<file path="config.mk">
export PLATFORM = sky130hd
export DESIGN_NAME = oac_attr_out
export DESIGN_NICKNAME = d
export VERILOG_FILES = /design/src/rtl/oac_attr_out.v
export VERILOG_INCLUDE_DIRS = /design/src /design/src/shared
export SDC_FILE = /design/constraint.sdc
export NUM_CORES = 1
export LEC_CHECK = 0
export BUFFER_PORTS_ARGS = -buffer_cell sky130_fd_sc_hd__buf_2
export CAP_MARGIN = 20
export CORE_UTILIZATION = 47
export CTS_CLUSTER_SIZE = 24
export DETAILED_ROUTE_END_ITERATION = 16
export GPL_ROUTABILITY_DRIVEN = 0
export PLACE_DENSITY = 0.8
export SYNTH_ARGS = -nofsm -noshare
export SYNTH_HDL_FRONTEND = slang
export SYNTH_SLANG_ARGS = --single-unit
</file>
<file path="constraint.sdc">
create_clock -name ref_clk_i -period 4.2 [get_ports ref_clk_i]
set_input_delay 0 -clock ref_clk_i [delete_from_list [all_inputs] [get_ports ref_clk_i]]
set_output_delay 0 -clock ref_clk_i [all_outputs]
set_load 0.02 [all_outputs]
</file>
<file path="src/shared/oac_defs.vh">
// constants for the osd attribute and luminance output block
`ifndef OAC_DEFS_VH
`define OAC_DEFS_VH
// apb register byte offsets
`define OAC_ADDR_CTRL1      12'h000
`define OAC_ADDR_CTRL2      12'h004
`define OAC_ADDR_CTRL3      12'h008
`define OAC_ADDR_STATUS     12'h00c
// control register 1 fields
`define OAC_C1_BORDER_SHADOW 2
`define OAC_C1_FLASH_AREA    3
`define OAC_C1_SOLID_SPACE   4
// control register 2 fields
`define OAC_C2_BLANK_SEL     3
// control register 3 fields
`define OAC_C3_FLASH_LONG    4
`define OAC_C3_PREDIV2       5
`define OAC_C3_CHARS42       6
// reset values
`define OAC_CTRL_RESET      8'h00
// flash timing in vsync periods
`define OAC_FLASH_ON_SHORT  6'd24
`define OAC_FLASH_ON_LONG   6'd48
`define OAC_FLASH_OFF       6'd8
// cell geometry
`define OAC_UL_LINE_A       5'd22
`define OAC_UL_LINE_B       5'd23
`define OAC_BLANK_CODE      10'h009
`define OAC_LAST_COL_32     6'd31
`define OAC_LAST_COL_42     6'd41
`define OAC_PAL_BLACK       4'h8
`endif

</file>
<file path="src/rtl/oac_attr_out.v">
// osd character attribute, border, solid space and luminance outputs
//
// Function
// - caption mode underline drawn on cell lines 22 and 23
// - underline uses the font palette colour of its cell
// - flash only in caption mode, enabled per character bit
// - flash area bit 0: only font and underline blink
// - flash area bit 1: rgb and primary blink; solid space rgb only
// - flash timer in vsync periods: on 24 or 48, off 8
// - caption italic slants right; italic with flash blinks
// - secondary luminance output never flashes
// - slant in 5 steps of 1 dot, or 10 steps of half a dot at prediv 2
// - slant moves font boundary, background boundary stays vertical
// - neighbours of an italic character are slanted too
// - italic overhang into a flashing cell blinks with it
// - last column italic overhang suppressed when solid space off
// - block modes: all-round or shadow border, on when any of the 3 block enable bits is set
// - border shows on primary output in black palette 8
// - border one predivided dot wide, 1.5 at prediv 2 wide dots
// - font beats border, border beats background, none outside cell
// - auto solid space blanks cells and sides, except code 009h with a blank font
// - blank select bit chooses primary or secondary solid space
// - solid space on primary forces background palette 8
// - a non-blank font on code 009h is displayed
`timescale 1ns/1ps
`include "oac_defs.vh"

module oac_attr_out #(
    parameter CODE_W = 10
) (
    input  wire              ref_clk_i,
    input  wire              rst_i,
    // apb slave
    input  wire              psel_i,
    input  wire              penable_i,
    input  wire              pwrite_i,
    input  wire [11:0]       paddr_i,
    input  wire [31:0]       pwdata_i,
    output wire              pready_o,
    output wire              pslverr_o,
    output reg  [31:0]       prdata_o,
    // video timing, from pins
    input  wire              vsync_i,
    // pixel stream, same clock domain
    input  wire              pix_valid_i,
    input  wire              caption_mode_i,
    input  wire              block_display_mode_i,
    input  wire              side_area_i,
    input  wire [5:0]        col_i,
    input  wire [4:0]        line_i,
    input  wire [4:0]        dot_i,
    input  wire [CODE_W-1:0] code_i,
    input  wire              font_blank_i,
    input  wire              font_pix_i,
    input  wire              font_left_i,
    input  wire              font_right_i,
    input  wire              font_above_i,
    input  wire              font_below_i,
    input  wire              wide_dot_i,
    input  wire [3:0]        font_pal_i,
    input  wire [3:0]        bg_pal_i,
    input  wire              italic_attr_bit,
    input  wire              italic_left_i,
    input  wire              italic_right_i,
    input  wire              flash_attr_bit,
    input  wire              flash_left_i,
    input  wire              underline_attr_bit,
    input  wire              secondary_luma_char_bit,
    input  wire [2:0]        block_border_en_i,
    // outputs to the video mixer
    output reg               pix_on_o,
    output reg  [3:0]        pix_pal_o,
    output reg               shift_half_o,
    output reg  [2:0]        shift_dots_o,
    output reg               luma_ctrl_primary,
    output reg               luma_ctrl_secondary
);

////////////////////////////////////////////////////////////////////////////
// registers and apb slave

// control and status state
reg  [7:0] ctrl1;
reg  [7:0] ctrl2;
reg  [7:0] ctrl3;
reg        flash_phase_on;

wire       apb_wr = psel_i & penable_i & pwrite_i;

// zero wait states, never an error
assign pready_o  = 1'b1;
assign pslverr_o = 1'b0;

// write strobe for one register offset, taken at the access phase
function wr_hit;
    input        wr;
    input [11:0] addr;
    input [11:0] off;
    begin
        wr_hit = wr & (addr == off);
    end
endfunction

// control register 1: border style, flash area, solid space
always @(posedge ref_clk_i) begin
    if (rst_i)
        ctrl1 <= `OAC_CTRL_RESET;
    else if (wr_hit(apb_wr, paddr_i, `OAC_ADDR_CTRL1))
        ctrl1 <= pwdata_i[7:0];
end

// control register 2: blanking output select
always @(posedge ref_clk_i) begin
    if (rst_i)
        ctrl2 <= `OAC_CTRL_RESET;
    else if (wr_hit(apb_wr, paddr_i, `OAC_ADDR_CTRL2))
        ctrl2 <= pwdata_i[7:0];
end

// control register 3: flash period, predivide, row length
always @(posedge ref_clk_i) begin
    if (rst_i)
        ctrl3 <= `OAC_CTRL_RESET;
    else if (wr_hit(apb_wr, paddr_i, `OAC_ADDR_CTRL3))
        ctrl3 <= pwdata_i[7:0];
end

reg  [31:0] next_prdata;

// read mux, unmapped reads as zero
always @* begin
    case (paddr_i)
        `OAC_ADDR_CTRL1:  next_prdata = {24'h000000, ctrl1};
        `OAC_ADDR_CTRL2:  next_prdata = {24'h000000, ctrl2};
        `OAC_ADDR_CTRL3:  next_prdata = {24'h000000, ctrl3};
        `OAC_ADDR_STATUS: next_prdata = {31'h00000000, flash_phase_on};
        default:          next_prdata = 32'h00000000;
    endcase
end

// read data caught in the setup cycle, so it stands through the access
always @(posedge ref_clk_i) begin
    if (rst_i)
        prdata_o <= 32'h00000000;
    else if (psel_i & ~penable_i)
        prdata_o <= next_prdata;
end

// control fields picked out of the registers
wire shadow_mode = ctrl1[`OAC_C1_BORDER_SHADOW];
wire flash_area  = ctrl1[`OAC_C1_FLASH_AREA];
wire solid_space_on_bit = ctrl1[`OAC_C1_SOLID_SPACE];
wire blank_sel   = ctrl2[`OAC_C2_BLANK_SEL];
wire flash_long  = ctrl3[`OAC_C3_FLASH_LONG];
wire prediv2     = ctrl3[`OAC_C3_PREDIV2];
wire chars42     = ctrl3[`OAC_C3_CHARS42];

////////////////////////////////////////////////////////////////////////////
// flash timer on vsync

// vsync synchroniser and period counter state
reg        vs_meta;
reg        vs_sync;
reg        vs_last;
reg  [5:0] flash_cnt;
wire       vs_rise = vs_sync & ~vs_last;

// two-stage synchroniser; only the second stage feeds logic
always @(posedge ref_clk_i) begin
    if (rst_i) begin
        vs_meta <= 1'b0;
        vs_sync <= 1'b0;
        vs_last <= 1'b0;
    end else begin
        vs_meta <= vs_in_pin(vsync_i);
        vs_sync <= vs_meta;
        vs_last <= vs_sync;
    end
end

// pin value as the first stage sees it
function vs_in_pin;
    input v;
    begin
        vs_in_pin = v;
    end
endfunction

reg  [5:0] next_flash_cnt;
reg        next_flash_on;
wire [5:0] on_len    = flash_long ? `OAC_FLASH_ON_LONG : `OAC_FLASH_ON_SHORT;
wire [5:0] phase_len = flash_phase_on ? on_len : `OAC_FLASH_OFF;

// phase length compared on every vsync, so a mid-phase change applies at once
always @* begin
    next_flash_cnt = flash_cnt;
    next_flash_on  = flash_phase_on;
    if (vs_rise) begin
        if (flash_cnt >= phase_len - 6'd1) begin
            next_flash_cnt = 6'd0;
            next_flash_on  = ~flash_phase_on;
        end else begin
            next_flash_cnt = flash_cnt + 6'd1;
        end
    end
end

// on phase comes first after reset; one count per vsync period
always @(posedge ref_clk_i) begin
    if (rst_i) begin
        flash_cnt      <= 6'd0;
        flash_phase_on <= 1'b1;
    end else begin
        flash_cnt      <= next_flash_cnt;
        flash_phase_on <= next_flash_on;
    end
end

////////////////////////////////////////////////////////////////////////////
// italic slant

// lines below the slant step shift right less; bottom line unshifted
function [3:0] slant_of;
    input [4:0] ln;
    input       half;
    reg   [4:0] rev;
    reg   [6:0] steps;
    begin
        rev = 5'd23 - ln;
        if (ln > 5'd23)
            rev = 5'd0;
        // five steps of one dot, or ten steps of half a dot
        if (half) begin
            steps    = ({2'b00, rev} * 7'd5) / 7'd12;
            slant_of = steps[3:0];
        end else begin
            steps    = {2'b00, rev} / 7'd5;
            slant_of = {steps[2:0], 1'b0};
        end
    end
endfunction

// dot still under the overhang at the left edge of a slanted cell
function in_overhang;
    input [4:0] dot;
    input [3:0] hd;
    begin
        in_overhang = dot < {1'b0, hd};
    end
endfunction

// column and cell qualifiers

wire        cap       = caption_mode_i;
wire        last_col  = col_i == (chars42 ? `OAC_LAST_COL_42
                                          : `OAC_LAST_COL_32);
// neighbouring italic drags this cell into slant as well
wire        slanted   = cap & (italic_attr_bit | italic_left_i |
                               italic_right_i);
wire [3:0]  slant_hd  = slanted ? slant_of(line_i, prediv2) : 4'd0;
// overhang from a non-flashing italic left neighbour
wire        overhang  = cap & italic_left_i & ~flash_left_i & font_pix_i &
                        in_overhang(dot_i, slant_hd);
// past the last column nothing of the slant is kept without solid space
wire        clip      = slanted & last_col & ~solid_space_on_bit &
                        in_overhang(dot_i, slant_hd) &
                        italic_attr_bit;

////////////////////////////////////////////////////////////////////////////
// per pixel composition

wire ul_line  = (line_i == `OAC_UL_LINE_A) | (line_i == `OAC_UL_LINE_B);
wire ul_pix   = cap & underline_attr_bit & ul_line;
wire fnt      = (font_pix_i & ~clip) | ul_pix;
localparam [CODE_W-1:0] BLANK_CODE = `OAC_BLANK_CODE;
wire is_blank = code_i == BLANK_CODE;
wire blank_ok = is_blank & font_blank_i;
wire ss_cell  = cap & solid_space_on_bit &
                ((pix_valid_i & ~blank_ok) | side_area_i);
wire flashing = cap & flash_attr_bit & ~flash_phase_on;
wire blink_ov = overhang & flash_attr_bit & ~flash_phase_on;

// border from neighbour font pixels, in block modes only
wire brd_en   = block_display_mode_i & (|block_border_en_i);
wire nb_shad  = font_left_i | font_above_i;
wire nb_all   = nb_shad | font_right_i | font_below_i;
wire brd_pix  = brd_en & pix_valid_i & ~font_pix_i &
                (shadow_mode ? nb_shad : nb_all);

// composed values for the output stage
reg       next_on;
reg [3:0] next_pal;
reg       next_p1;
reg       next_p2;

// priority: font, then border, then background
always @* begin
    next_on  = 1'b0;
    next_pal = 4'h0;
    next_p1  = 1'b0;
    next_p2  = 1'b0;
    if (pix_valid_i & fnt) begin
        next_on  = 1'b1;
        next_pal = font_pal_i;
    end else if (brd_pix) begin
        next_on  = 1'b1;
        next_pal = `OAC_PAL_BLACK;
    end else if (pix_valid_i) begin
        next_on  = 1'b1;
        next_pal = bg_pal_i;
        if (ss_cell & ~blank_sel)
            next_pal = `OAC_PAL_BLACK;
    end
    // primary luminance: with solid space on the primary output it marks only that area
    if (cap & solid_space_on_bit & ~blank_sel)
        next_p1 = ss_cell;
    else
        next_p1 = next_on;
    // secondary never blinks
    next_p2 = (pix_valid_i & secondary_luma_char_bit) |
              (ss_cell & blank_sel);
    // flash gating
    if (flashing) begin
        if (!flash_area) begin
            if (pix_valid_i & fnt) begin
                next_on = 1'b0;
                if (!ss_cell)
                    next_p1 = 1'b0;
            end
        end else begin
            if (pix_valid_i) begin
                next_on = 1'b0;
                if (!ss_cell)
                    next_p1 = 1'b0;
            end
        end
    end
    if (blink_ov & flash_area)
        next_on = 1'b0;
end

// colour and palette of the dot, one cycle behind the pixel inputs
always @(posedge ref_clk_i) begin
    if (rst_i) begin
        pix_on_o  <= 1'b0;
        pix_pal_o <= 4'h0;
    end else begin
        pix_on_o  <= next_on;
        pix_pal_o <= next_pal;
    end
end

// slant shift and border width: half-dot extra only at prediv 2, for the border only with 1.5 wide dots
always @(posedge ref_clk_i) begin
    if (rst_i) begin
        shift_half_o <= 1'b0;
        shift_dots_o <= 3'd0;
    end else begin
        shift_half_o <= slant_hd[0] |
                        (brd_pix & prediv2 & wide_dot_i);
        shift_dots_o <= slant_hd[3:1];
    end
end

// luminance controls kept in step with the colour they belong to
always @(posedge ref_clk_i) begin
    if (rst_i) begin
        luma_ctrl_primary   <= 1'b0;
        luma_ctrl_secondary <= 1'b0;
    end else begin
        luma_ctrl_primary   <= next_p1;
        luma_ctrl_secondary <= next_p2;
    end
end

endmodule

</file>
# Yosys cells after proc, flatten, opt, wreduce, memory -nomap -nowiden
# Cells that the tools add are included.
op_classes:
  bitwise_logic: 58
  mul: 1
  n_div: 2
  n_eq_ne: 7
  add_sub_neg: 3
  reduce_logical: 4
  mux: 26
  order_cmp: 3
op_table:
  columns: ["cell", "count"]
  rows:
  - ["$and A1 B1 Y1", 39]
  - ["$pmux W8 S4", 1]
  - ["$eq A12 B4 Y1 const B", 2]
  - ["$mux W4", 6]
  - ["$mux W6", 4]
  - ["$mux W1", 14]
  - ["$eq A12 B3 Y1 const B", 1]
  - ["$logic_not A12 Y1", 1]
  - ["$eq A10 B4 Y1 const B", 1]
  - ["$eq A5 B5 Y1 const B", 2]
  - ["$or A1 B1 Y1", 10]
  - ["$not A1 Y1", 9]
  - ["$div A5 B3 Y7 const B", 1]
  - ["$div A7 B4 Y7 const B", 1]
  - ["$mul A5 B3 Y7 const B", 1]
  - ["$add A6 B1 Y6 const B", 1]
  - ["$eq A6 B6 Y1", 1]
  - ["$ge A6 B6 Y1", 1]
  - ["$sub A6 B1 Y6 const B", 1]
  - ["$gt A5 B5 Y1 const B", 1]
  - ["$lt A5 B4 Y1", 1]
  - ["$mux W5", 1]
  - ["$sub A5 B5 Y5 const A", 1]
  - ["$reduce_or A3 Y1", 1]
  - ["other kinds (2)", 2]
word_totals:
  register_bits: 77
  in_bits: 105
  wordCells: 119
  out_inout_bits: 45

# Longest topological paths before layout
# Gate-level depths: netlist (run 1).
depth:
  ltp_word: 19
  depth_mapped: 20
  mapped_depth_nobuf: 19

# Worst setup path before layout (run 1)
# No wires, ideal clock.
synth_path:
  path_kind: "in2reg"
  start: "input line_i[3]"
  end: "register luma_ctrl_primary"
  required_time_ns: 4.099
  n_path_buf: 1
  slack_ns: 0.510
  setup_ns: 0.101
  arrival_time_ns: 3.589
  stages: 17
  path_cell_list: "clkbuf_1 -> nor2b_1 -> nand2_1 -> o21ai_0 -> ha_1 -> inv_1 -> fa_1 -> xnor2_2 -> nand3_1 -> a31o_2 -> ha_1 -> a21o_1 -> a2111oi_0 -> nand2_1 -> o21ai_0 -> a31oi_2 -> o41ai_1"
synth_via:
  elab_chain_len: 19
  word_cells_on_any_way: 26
  classes_between: "add/sub: 1; mul: 1; div: 2; order compare: 2; eq/ne: 2; mux: 10; bitwise: 8"
synth_rtl:
  columns: ["item", "line", "source"]
  rows:
  - ["start: declaration", "oac_attr_out.v:50", "input wire [4:0] line_i,"]
  - ["$sub A5 B5 Y5 / $gt A5 B5 Y1 (equally long branches)", "oac_attr_out.v:229, oac_attr_out.v:230", null]
  - ["$mux W5", "oac_attr_out.v:230", "if (ln > 5'd23)"]
  - ["$mul A5 B3 Y7", "oac_attr_out.v:234", "steps = ({2'b00, rev} * 7'd5) / 7'd12;"]
  - ["$div A7 B4 Y7", "oac_attr_out.v:234", null]
  - ["$mux W4", "oac_attr_out.v:233", "if (half) begin"]
  - ["$mux W4", "oac_attr_out.v:260", "wire [3:0] slant_hd = slanted ? slant_of(line_i, prediv2) : 4'd0;"]
  - ["$lt A5 B4 Y1", "oac_attr_out.v:248", "in_overhang = dot < {1'b0, hd};"]
  - ["$and A1 B1 Y1", "oac_attr_out.v:265", "wire clip = slanted & last_col & ~solid_space_on_bit &"]
  - ["(+3 left out)", null, null]
  - ["$or A1 B1 Y1 (*)", "oac_attr_out.v:274", "wire fnt = (font_pix_i & ~clip) | ul_pix;"]
  - ["$and A1 B1 Y1 (*)", "oac_attr_out.v:302, oac_attr_out.v:325", null]
  - ["$mux W1", "oac_attr_out.v:302", "if (pix_valid_i & fnt) begin"]
  - ["$mux W1", "oac_attr_out.v:315", "if (cap & solid_space_on_bit & ~blank_sel)"]
  - ["$mux W1", "oac_attr_out.v:327, oac_attr_out.v:333", null]
  - ["$mux W1 (on tied branches)", "oac_attr_out.v:325, oac_attr_out.v:331", null]
  - ["$mux W1", "oac_attr_out.v:324", "if (!flash_area) begin"]
  - ["$mux W1 (*)", "oac_attr_out.v:323", "if (flashing) begin"]
  - ["end signal: assignment", "oac_attr_out.v:371", "luma_ctrl_primary <= next_p1;"]
  - ["end: declaration", "oac_attr_out.v:75", "output reg luma_ctrl_primary,"]
# Every way passes the cells marked *; elsewhere a longest branch is shown, timed or not.
# A chain may end at the register's enable or synchronous reset.

# Final worst setup path (run 1)
layout_path:
  start: "input line_i[3]"
  end: "register pix_pal_o[2]"
layout_via:
  elab_chain_len: 14
  word_cells_on_any_way: 20
  classes_between: "add/sub: 1; mul: 1; div: 2; order compare: 2; eq/ne: 2; mux: 4; bitwise: 8"
layout_rtl:
  columns: ["item", "line", "source"]
  rows:
  - ["$sub A5 B5 Y5 / $gt A5 B5 Y1 (equally long branches)", "oac_attr_out.v:229, oac_attr_out.v:230", null]
  - ["$mux W5", "oac_attr_out.v:230", null]
  - ["$mul A5 B3 Y7", "oac_attr_out.v:234", null]
  - ["$div A7 B4 Y7", "oac_attr_out.v:234", null]
  - ["$mux W4", "oac_attr_out.v:233", null]
  - ["$mux W4", "oac_attr_out.v:260", null]
  - ["$lt A5 B4 Y1", "oac_attr_out.v:248", null]
  - ["$and A1 B1 Y1", "oac_attr_out.v:265", null]
  - ["$and A1 B1 Y1", "oac_attr_out.v:266", "in_overhang(dot_i, slant_hd) &"]
  - ["$not A1 Y1", "oac_attr_out.v:274", null]
  - ["$and A1 B1 Y1", "oac_attr_out.v:274", null]
  - ["$or A1 B1 Y1 (*)", "oac_attr_out.v:274", null]
  - ["$and A1 B1 Y1 (*)", "oac_attr_out.v:302", null]
  - ["$mux W4 (*)", "oac_attr_out.v:302", null]
  - ["end signal: assignment", "oac_attr_out.v:349", "pix_pal_o <= next_pal;"]
  - ["end: declaration", "oac_attr_out.v:72", "output reg [3:0] pix_pal_o,"]
# Marks and branches as above.

==> summary.txt, run 1 <==
Timing
  – Worst-margin pin slew: 0.777 ns
  – Fmax: 0.255 GHz
  – Layout Skew: 0.00738 ns
  – Final period util: 93.4%
  – Post-layout minimum cycle time: 3.92 ns
  – Slew HR: 48.2%
  – Setup violations, final: 0
  – TNS Setup: 0 ns
  – RSZ-0062 raised after global routing: no
  – Slew Viols, Final: 0
  – Fin. Hold Viols: 1
  – Fin Hold WS: -0.00381 ns

Layout
  – Layout cells sized above 1: 25.8%
  – Final #Nets: 601
  – Sequential Area: 1060 um^2
  – # fillers: 544
  – Footprint of the multi-input gates: 1950 um^2
  – Area Overhead vs Synth: 21.0%
  – Antenna diodes: 0

Die
  – Row count: 29
  – Die height: 85.0 um
  – Starting Density: 49.9%
  – Top Ports: 150
  – Placeable Area: 6490 um^2
  – Die area: 7230 um^2
  – Die W: 85.0 um

Run status
  – Outcome: finished with violations
  – Failing checks: hold timing

Synthesis
  – Async SR Flop Fraction: 0%
  – Top-count cell post-synth: dfxtp_1
  – Mean post-synth cell area: 8.52 um^2
  – Count of yosys warnings during synthesis: 0
  – Synth Register Bits: 53
  – Post-synthesis cell type count: 55
  – Ys flop type: dfxtp_1
  – Yosys top cell area share: 32.8%
  – Synthesized instance count: 380
  – Sequential cell area fraction in the yosys report: 32.8%
  – Post-synth EDFFs: 0
  – Synth area leader: dfxtp_1
  – Synth top cells by count: dfxtp_1 (53), nor2_1 (42), mux2i_1 (37)
  – Synth top area cells: dfxtp_1 (33%), mux2i_1 (11%), buf_4 (6.7%)
  – Synthesized cell area: 3240 um^2

Critical path
  – CP Launch Point: line_i[3]
  – Critical path type: input port to flip-flop
  – Max FO, Critical Path: 17
  – Crit path DAT: 4.12 ns
  – Critical path endpoint category: flip-flop
  – CP required: 4.40 ns
  – Worst flop-to-flop path startpoint: ctrl3[5]
  – Startpoint types: input port

Global route
  – Number of global-route vias before repair: 2834
  – Largest net degree at the start of global routing: 46
  – Initial antenna violation count: 0
  – All-Layer GR Usage: 20.8%
  – Total gr overflow: 0
  – First-pass GRT wire length: 12300 um

Clock network
  – Root buffer cell: clkbuf_8
  – Clk sinks: 53
  – H-tree levels: 2
  – Clock Latency Late Sink: 0.31 ns
  – CTS tree: done
  – Inserted Clock Buffers: 5
  – Worst-path clk slew: 0.09 ns
  – Clk buf depth: 2

Drt
  – Wirelength per Cell: 13.2 um
  – Residual DRC: 0
  – Vias: 2938
  – DRT antenna net count: 0
  – Initial drt markers: 143
  – Final WL: 7390 um
  – Pre-antenna DRT Iters: 4
  – Vias per cell: 5.24

Pwr
  – PwrDens: 255 nW/um^2
  – LEAKAGE: 1.70 nW
  – Worst vdd ir: 0.000186 V

Placement
  – Detail Placement HPWL: 5600 um
  – Port bufs: 98

Worst hold path
  – Worst Hold Class: input port to flip-flop
  – Worst hold start: bg_pal_i[3]

Flow run
  – Max Cap Viol: 0
-- cell usage in the layout, fill, tap and decap left out, types with 2 or more instances in the layout --
master and count:
a31oi_1 2, and4_1 2, nor3b_1 3, nand4b_1 2
buf_2 97, xor2_1 4, nor3_1 4, nand2_1 30
a31o_2 4, dlygate4sd3_1 17, nand3_1 20, nor2_1 42
o21ai_0 17, a21oi_1 19, o211ai_1 2, dfxtp_1 53
mux2i_1 37, a21o_1 4, clkbuf_8 5, and4b_1 2
o31ai_1 2, conb_1 26, inv_1 10, ha_1 12
xnor2_1 5, nor4b_1 4, buf_4 3, nand2b_1 6
or2_2 3, nor2b_1 9, a22oi_1 3, a21boi_0 2
nand3b_1 2, nand4_1 3
-- stage by stage --
step                std cells  worst slack (ns)  area [um^2]  util (%)  power, W
floorplan                 404             0.510         3330         -  0.000663
global placement          536             0.373         3640      56.0  0.000702
detailed placement        536             0.298         3640      56.0  0.000709
CTS                       561             0.201         3900      60.0   0.00100
finish                    561             0.279         3920      60.4   0.00100
global route              561            0.0110         3920      60.4   0.00105
-- kinds of logic after synthesis --
family                     synth area share (%)
AOI/OAI and AO/OA                          12.7
xor gates and xnor gates                   2.94
adders and majority gates                  5.25
buffers and inverters                      10.4
DFF                                        32.8
muxes                                      12.1
other                                     0.232
and+or+nand+nor                            23.6
-- worst max-delay path, stage by stage --
cell and delay [ns]:
clkbuf_4 0.21, nor2b_2 0.21, nand2_1 0.07, o21ai_0 0.08
ha_1 0.19, inv_1 0.06, fa_1 0.48, xnor2_4 0.21
nor2_1 0.20, a21oi_1 0.06, o211ai_1 0.17, a31o_2 0.12
nand3_1 0.09, ha_1 0.20, a21o_1 0.15, a2111oi_1 0.41
buf_4 0.19, nand2_1 0.04, o21ai_0 0.09, a31oi_2 0.14
mux2i_1 0.18, dlygate4sd3_1 0.57
-- registers in the layout, summed over array words and instances, names as in the netlist, 3 cells and up --
name and count:
ctrl1 8, ctrl2 8, ctrl3 8, prdata_o 8, flash_cnt 6, pix_pal_o 4
shift_dots_o 3
-- cell type report --
cell class / count / share of cell area (%)
Multi-Input combinational cell: 295 / 49.8
Sequential cell: 53 / 27.1
Timing Repair Buffer: 118 / 17.5
Tap cell: 77 / 2.46
Clock buffer: 6 / 1.85
Inverter: 10 / 0.958
Clock inverter: 2 / 0.351
-- report_power, final --
part | total (W) | leakage, nW | internal, W | switching (W)
sequential | 0.000511 | 0.429 | 0.000509 | 0.00000233
combinational | 0.000204 | 1.23 | 0.0000842 | 0.000119
clock | 0.000285 | 0.0456 | 0.000119 | 0.000166
total | 0.00100 | 1.70 | 0.000712 | 0.000288
-- routing by layer --
metal  up-vias  part of all wire [%]  wire (um)  GRT usage (%)
met1      1372                    44       3220           25.0
met2        71                    52       3830           37.8
met5         -                     0          0              0
li1       1490                     -          -              -
met3         5                   4.0        295           4.09
met4         0                  0.60         44           5.08
-- worst paths after layout --
kind                   to  depth (start not counted)  slack, ns
min reg2reg   prdata_o[3]                          2       0.45
max reg2reg  pix_pal_o[2]                         11       1.08
min          pix_pal_o[3]                          3     -0.004
max          pix_pal_o[2]                         22       0.28
-- timing repair --
action / 4_1_cts / 5_1_grt
hold endpoints to repair: 27 / 0
buffers inserted: 0 / 0
resized for setup: 0 / 6
setup endpoints to repair: 0 / 3
hold buffers: 17 / 0
(Power assumes the default switching activity.)
==> inputs of run 2 (changes only) <==
- CORE_MARGIN: not set -> 2
- REMOVE_ABC_BUFFERS: not set -> 1
==> summary.txt, run 2 (synthesized netlist as in run 1, its figures left out) <==
Timing
  – Worst-margin pin slew: 0.866 ns (was 0.777 ns)
  – Setup violations, final: 0 (unchanged)
  – Layout Skew: 0.00591 ns (was 0.00738 ns)
  – Slew HR: 42.1% (was 48.2%)
  – Slew Viols, Final: 0 (unchanged)
  – Final WS setup: 0.280 ns (was 0.279 ns)
  – Fin. Hold Viols: 0 (was 1)
  – Final period util: 93.3% (was 93.4%)
  – Post-layout minimum cycle time: 3.92 ns (about the same)
  – Fmax: 0.255 GHz (about the same)

Die
  – Placeable Area: 6720 um^2 (was 6490 um^2)
  – Die height: 87.0 um (was 85.0 um)
  – Die W: 87.0 um (was 85.0 um)
  – Die area: 7570 um^2 (was 7230 um^2)
  – Top Ports: 150 (unchanged)
  – Row count: 30 (was 29)
  – Starting Density: 48.2% (was 49.9%)

Clock network
  – Post-CTS setup repair buffer count: 0 (unchanged)
  – Clk buf depth: 2 (unchanged)
  – CTS tree: done (unchanged)
  – Inserted Clock Buffers: 5 (unchanged)
  – Worst-path clk slew: 0.09 ns (about the same)
  – H-tree levels: 2 (unchanged)
  – Clk sinks: 53 (unchanged)
  – Clock Latency Late Sink: 0.30 ns (was 0.31 ns)
  – Root buffer cell: clkbuf_8 (unchanged)

Critical path
  – Worst-case reg-to-reg path depth: 10 (was 11)
  – CP required: 4.39 ns (was 4.40 ns)
  – Crit path DAT: 4.11 ns (was 4.12 ns)
  – Max FO, Critical Path: 17 (unchanged)
  – Critical path type: input port to flip-flop (unchanged)
  – Startpoint types: input port (unchanged)
  – Critical path endpoint category: flip-flop (unchanged)

Layout
  – Layout cells sized above 1: 26.0% (was 25.8%)
  – Final #Nets: 601 (unchanged)
  – Sequential Area: 1060 um^2 (unchanged)
  – Final Non-Filler Cells: 564 (was 561)
  – Final Cell Area: 3990 um^2 (was 3920 um^2)
  – Footprint of the multi-input gates: 1980 um^2 (was 1950 um^2)
  – Most frequent cells in the layout: buf_2 (98), dfxtp_1 (53), nor2_1 (42), mux2i_1 (37), nand2_1 (31) (was buf_2 (97), dfxtp_1 (53), nor2_1 (42), mux2i_1 (37), nand2_1 (30))
  – Area Overhead vs Synth: 23.0% (was 21.0%)
  – # fillers: 580 (was 544)
  – Antenna diodes: 0 (unchanged)
  – Commonest non-fill, non-tap cell in the layout: buf_2 (unchanged)

Drt
  – Vias per cell: 5.27 (was 5.24)
  – Wl on met1: 3260 um (was 3220 um)
  – Residual DRC: 0 (unchanged)
  – Vias: 2971 (was 2938)
  – Wirelength per Cell: 13.5 um (was 13.2 um)
  – Pre-antenna DRT Iters: 4 (unchanged)
  – Met2 WL: 3830 um (unchanged)
  – Final WL: 7620 um (was 7390 um)
  – DR top layer: met4 (unchanged)
  – Initial drt markers: 145 (was 143)
  – DR WL met3: 497 um (was 295 um)
  – DRT antenna net count: 0 (unchanged)

Flow run
  – Max Cap Viol: 0 (unchanged)

Global route
  – First-pass GRT wire length: 11900 um (was 12300 um)
  – Initial antenna violation count: 0 (unchanged)
  – Total gr overflow: 0 (unchanged)
  – All-Layer GR Usage: 19.5% (was 20.8%)
  – Number of global-route vias before repair: 2624 (was 2834)
  – Largest net degree at the start of global routing: 46 (unchanged)

Worst hold path
  – Worst Hold Class: input port to flip-flop (unchanged)
  – Worst hold path depth: 4 (was 3)

Run status
  – Outcome: finished clean (was finished with violations)

Placement
  – Area of placed instances: 3640 um^2 (about the same)
  – Port bufs: 98 (unchanged)
  – Pre-CTS setup slack: 0.155 ns (was 0.298 ns)
  – Detail Placement HPWL: 5810 um (was 5600 um)
  – Post-placement cell count: 538 (was 536)

Pwr
  – Worst vdd ir: 0.000202 V (was 0.000186 V)
  – LEAKAGE: 1.72 nW (was 1.70 nW)
  – PwrDens: 270 nW/um^2 (was 255 nW/um^2)
==> run 2: final cells by class <==
cell class | instances | share of cell area [%]
clock buffers | 6 | 2.07
clock inverters | 2 | 0.942
inverters | 10 | 0.942
multi-input cells | 295 | 49.7
flip-flops and latches | 53 | 26.6
well taps | 80 | 2.51
repair buffers | 118 | 17.2
==> run 2: power breakdown <==
group | internal [W] | total (W) | switching (W)
logic | 0.0000851 | 0.000207 | 0.000122
clock network | 0.000194 | 0.000357 | 0.000163
registers | 0.000509 | 0.000511 | 0.00000194
==> run 2: stage by stage <==
step | TNS (ns) | hold WS (ns) | total power, W | utilization [%]
3_3_place_gp | 0 | 0.251 | 0.000704 | 54.1
3_5_place_dp | 0 | 0.259 | 0.000709 | 54.1
4_1_cts | 0 | 0.0292 | 0.00108 | 58.6
5_1_grt | -0.0322 | 0.0432 | 0.00113 | 59.3
6_report | 0 | 0.0305 | 0.00108 | 59.3
2_1_floorplan | 0 | 0.0691 | 0.000629 | -
==> run 2: repair_timing <==
action                     CTS  global route
resized for setup            0             8
hold endpoints to repair    27             0
hold buffers                18             0
setup endpoints to repair    0             4
==> run 2: worst paths after layout <==
check,startpoint,endpoint,slack (ns)
max,line_i[3],pix_pal_o[3],0.28
min,paddr_i[11],prdata_o[0],0.03
max reg2reg,ctrl3[5],pix_pal_o[3],1.19
min reg2reg,vs_meta,vs_sync,0.45
==> run 2: metal layers <==
metal | vias to the layer above | GRT usage, %
met1 | 1378 | 24.5
li1 | 1483 | -
met5 | - | 0
met4 | 0 | 2.98
met2 | 106 | 35.5
met3 | 4 | 3.32
==> run 2: critical path, stage by stage <==
cell and delay, ns:
buf_2 0.24, nor2b_2 0.24, nand2_1 0.06, o21ai_0 0.09
ha_1 0.20, inv_1 0.06, fa_1 0.47, xnor2_4 0.21
nor2_1 0.19, a21oi_1 0.06, o211ai_1 0.17, a31o_2 0.13
nand3_1 0.10, ha_1 0.20, a21o_1 0.18, a2111oi_4 0.43
nand2_1 0.08, o21ai_0 0.15, a31oi_4 0.12, mux2i_1 0.16
dlygate4sd3_1 0.58
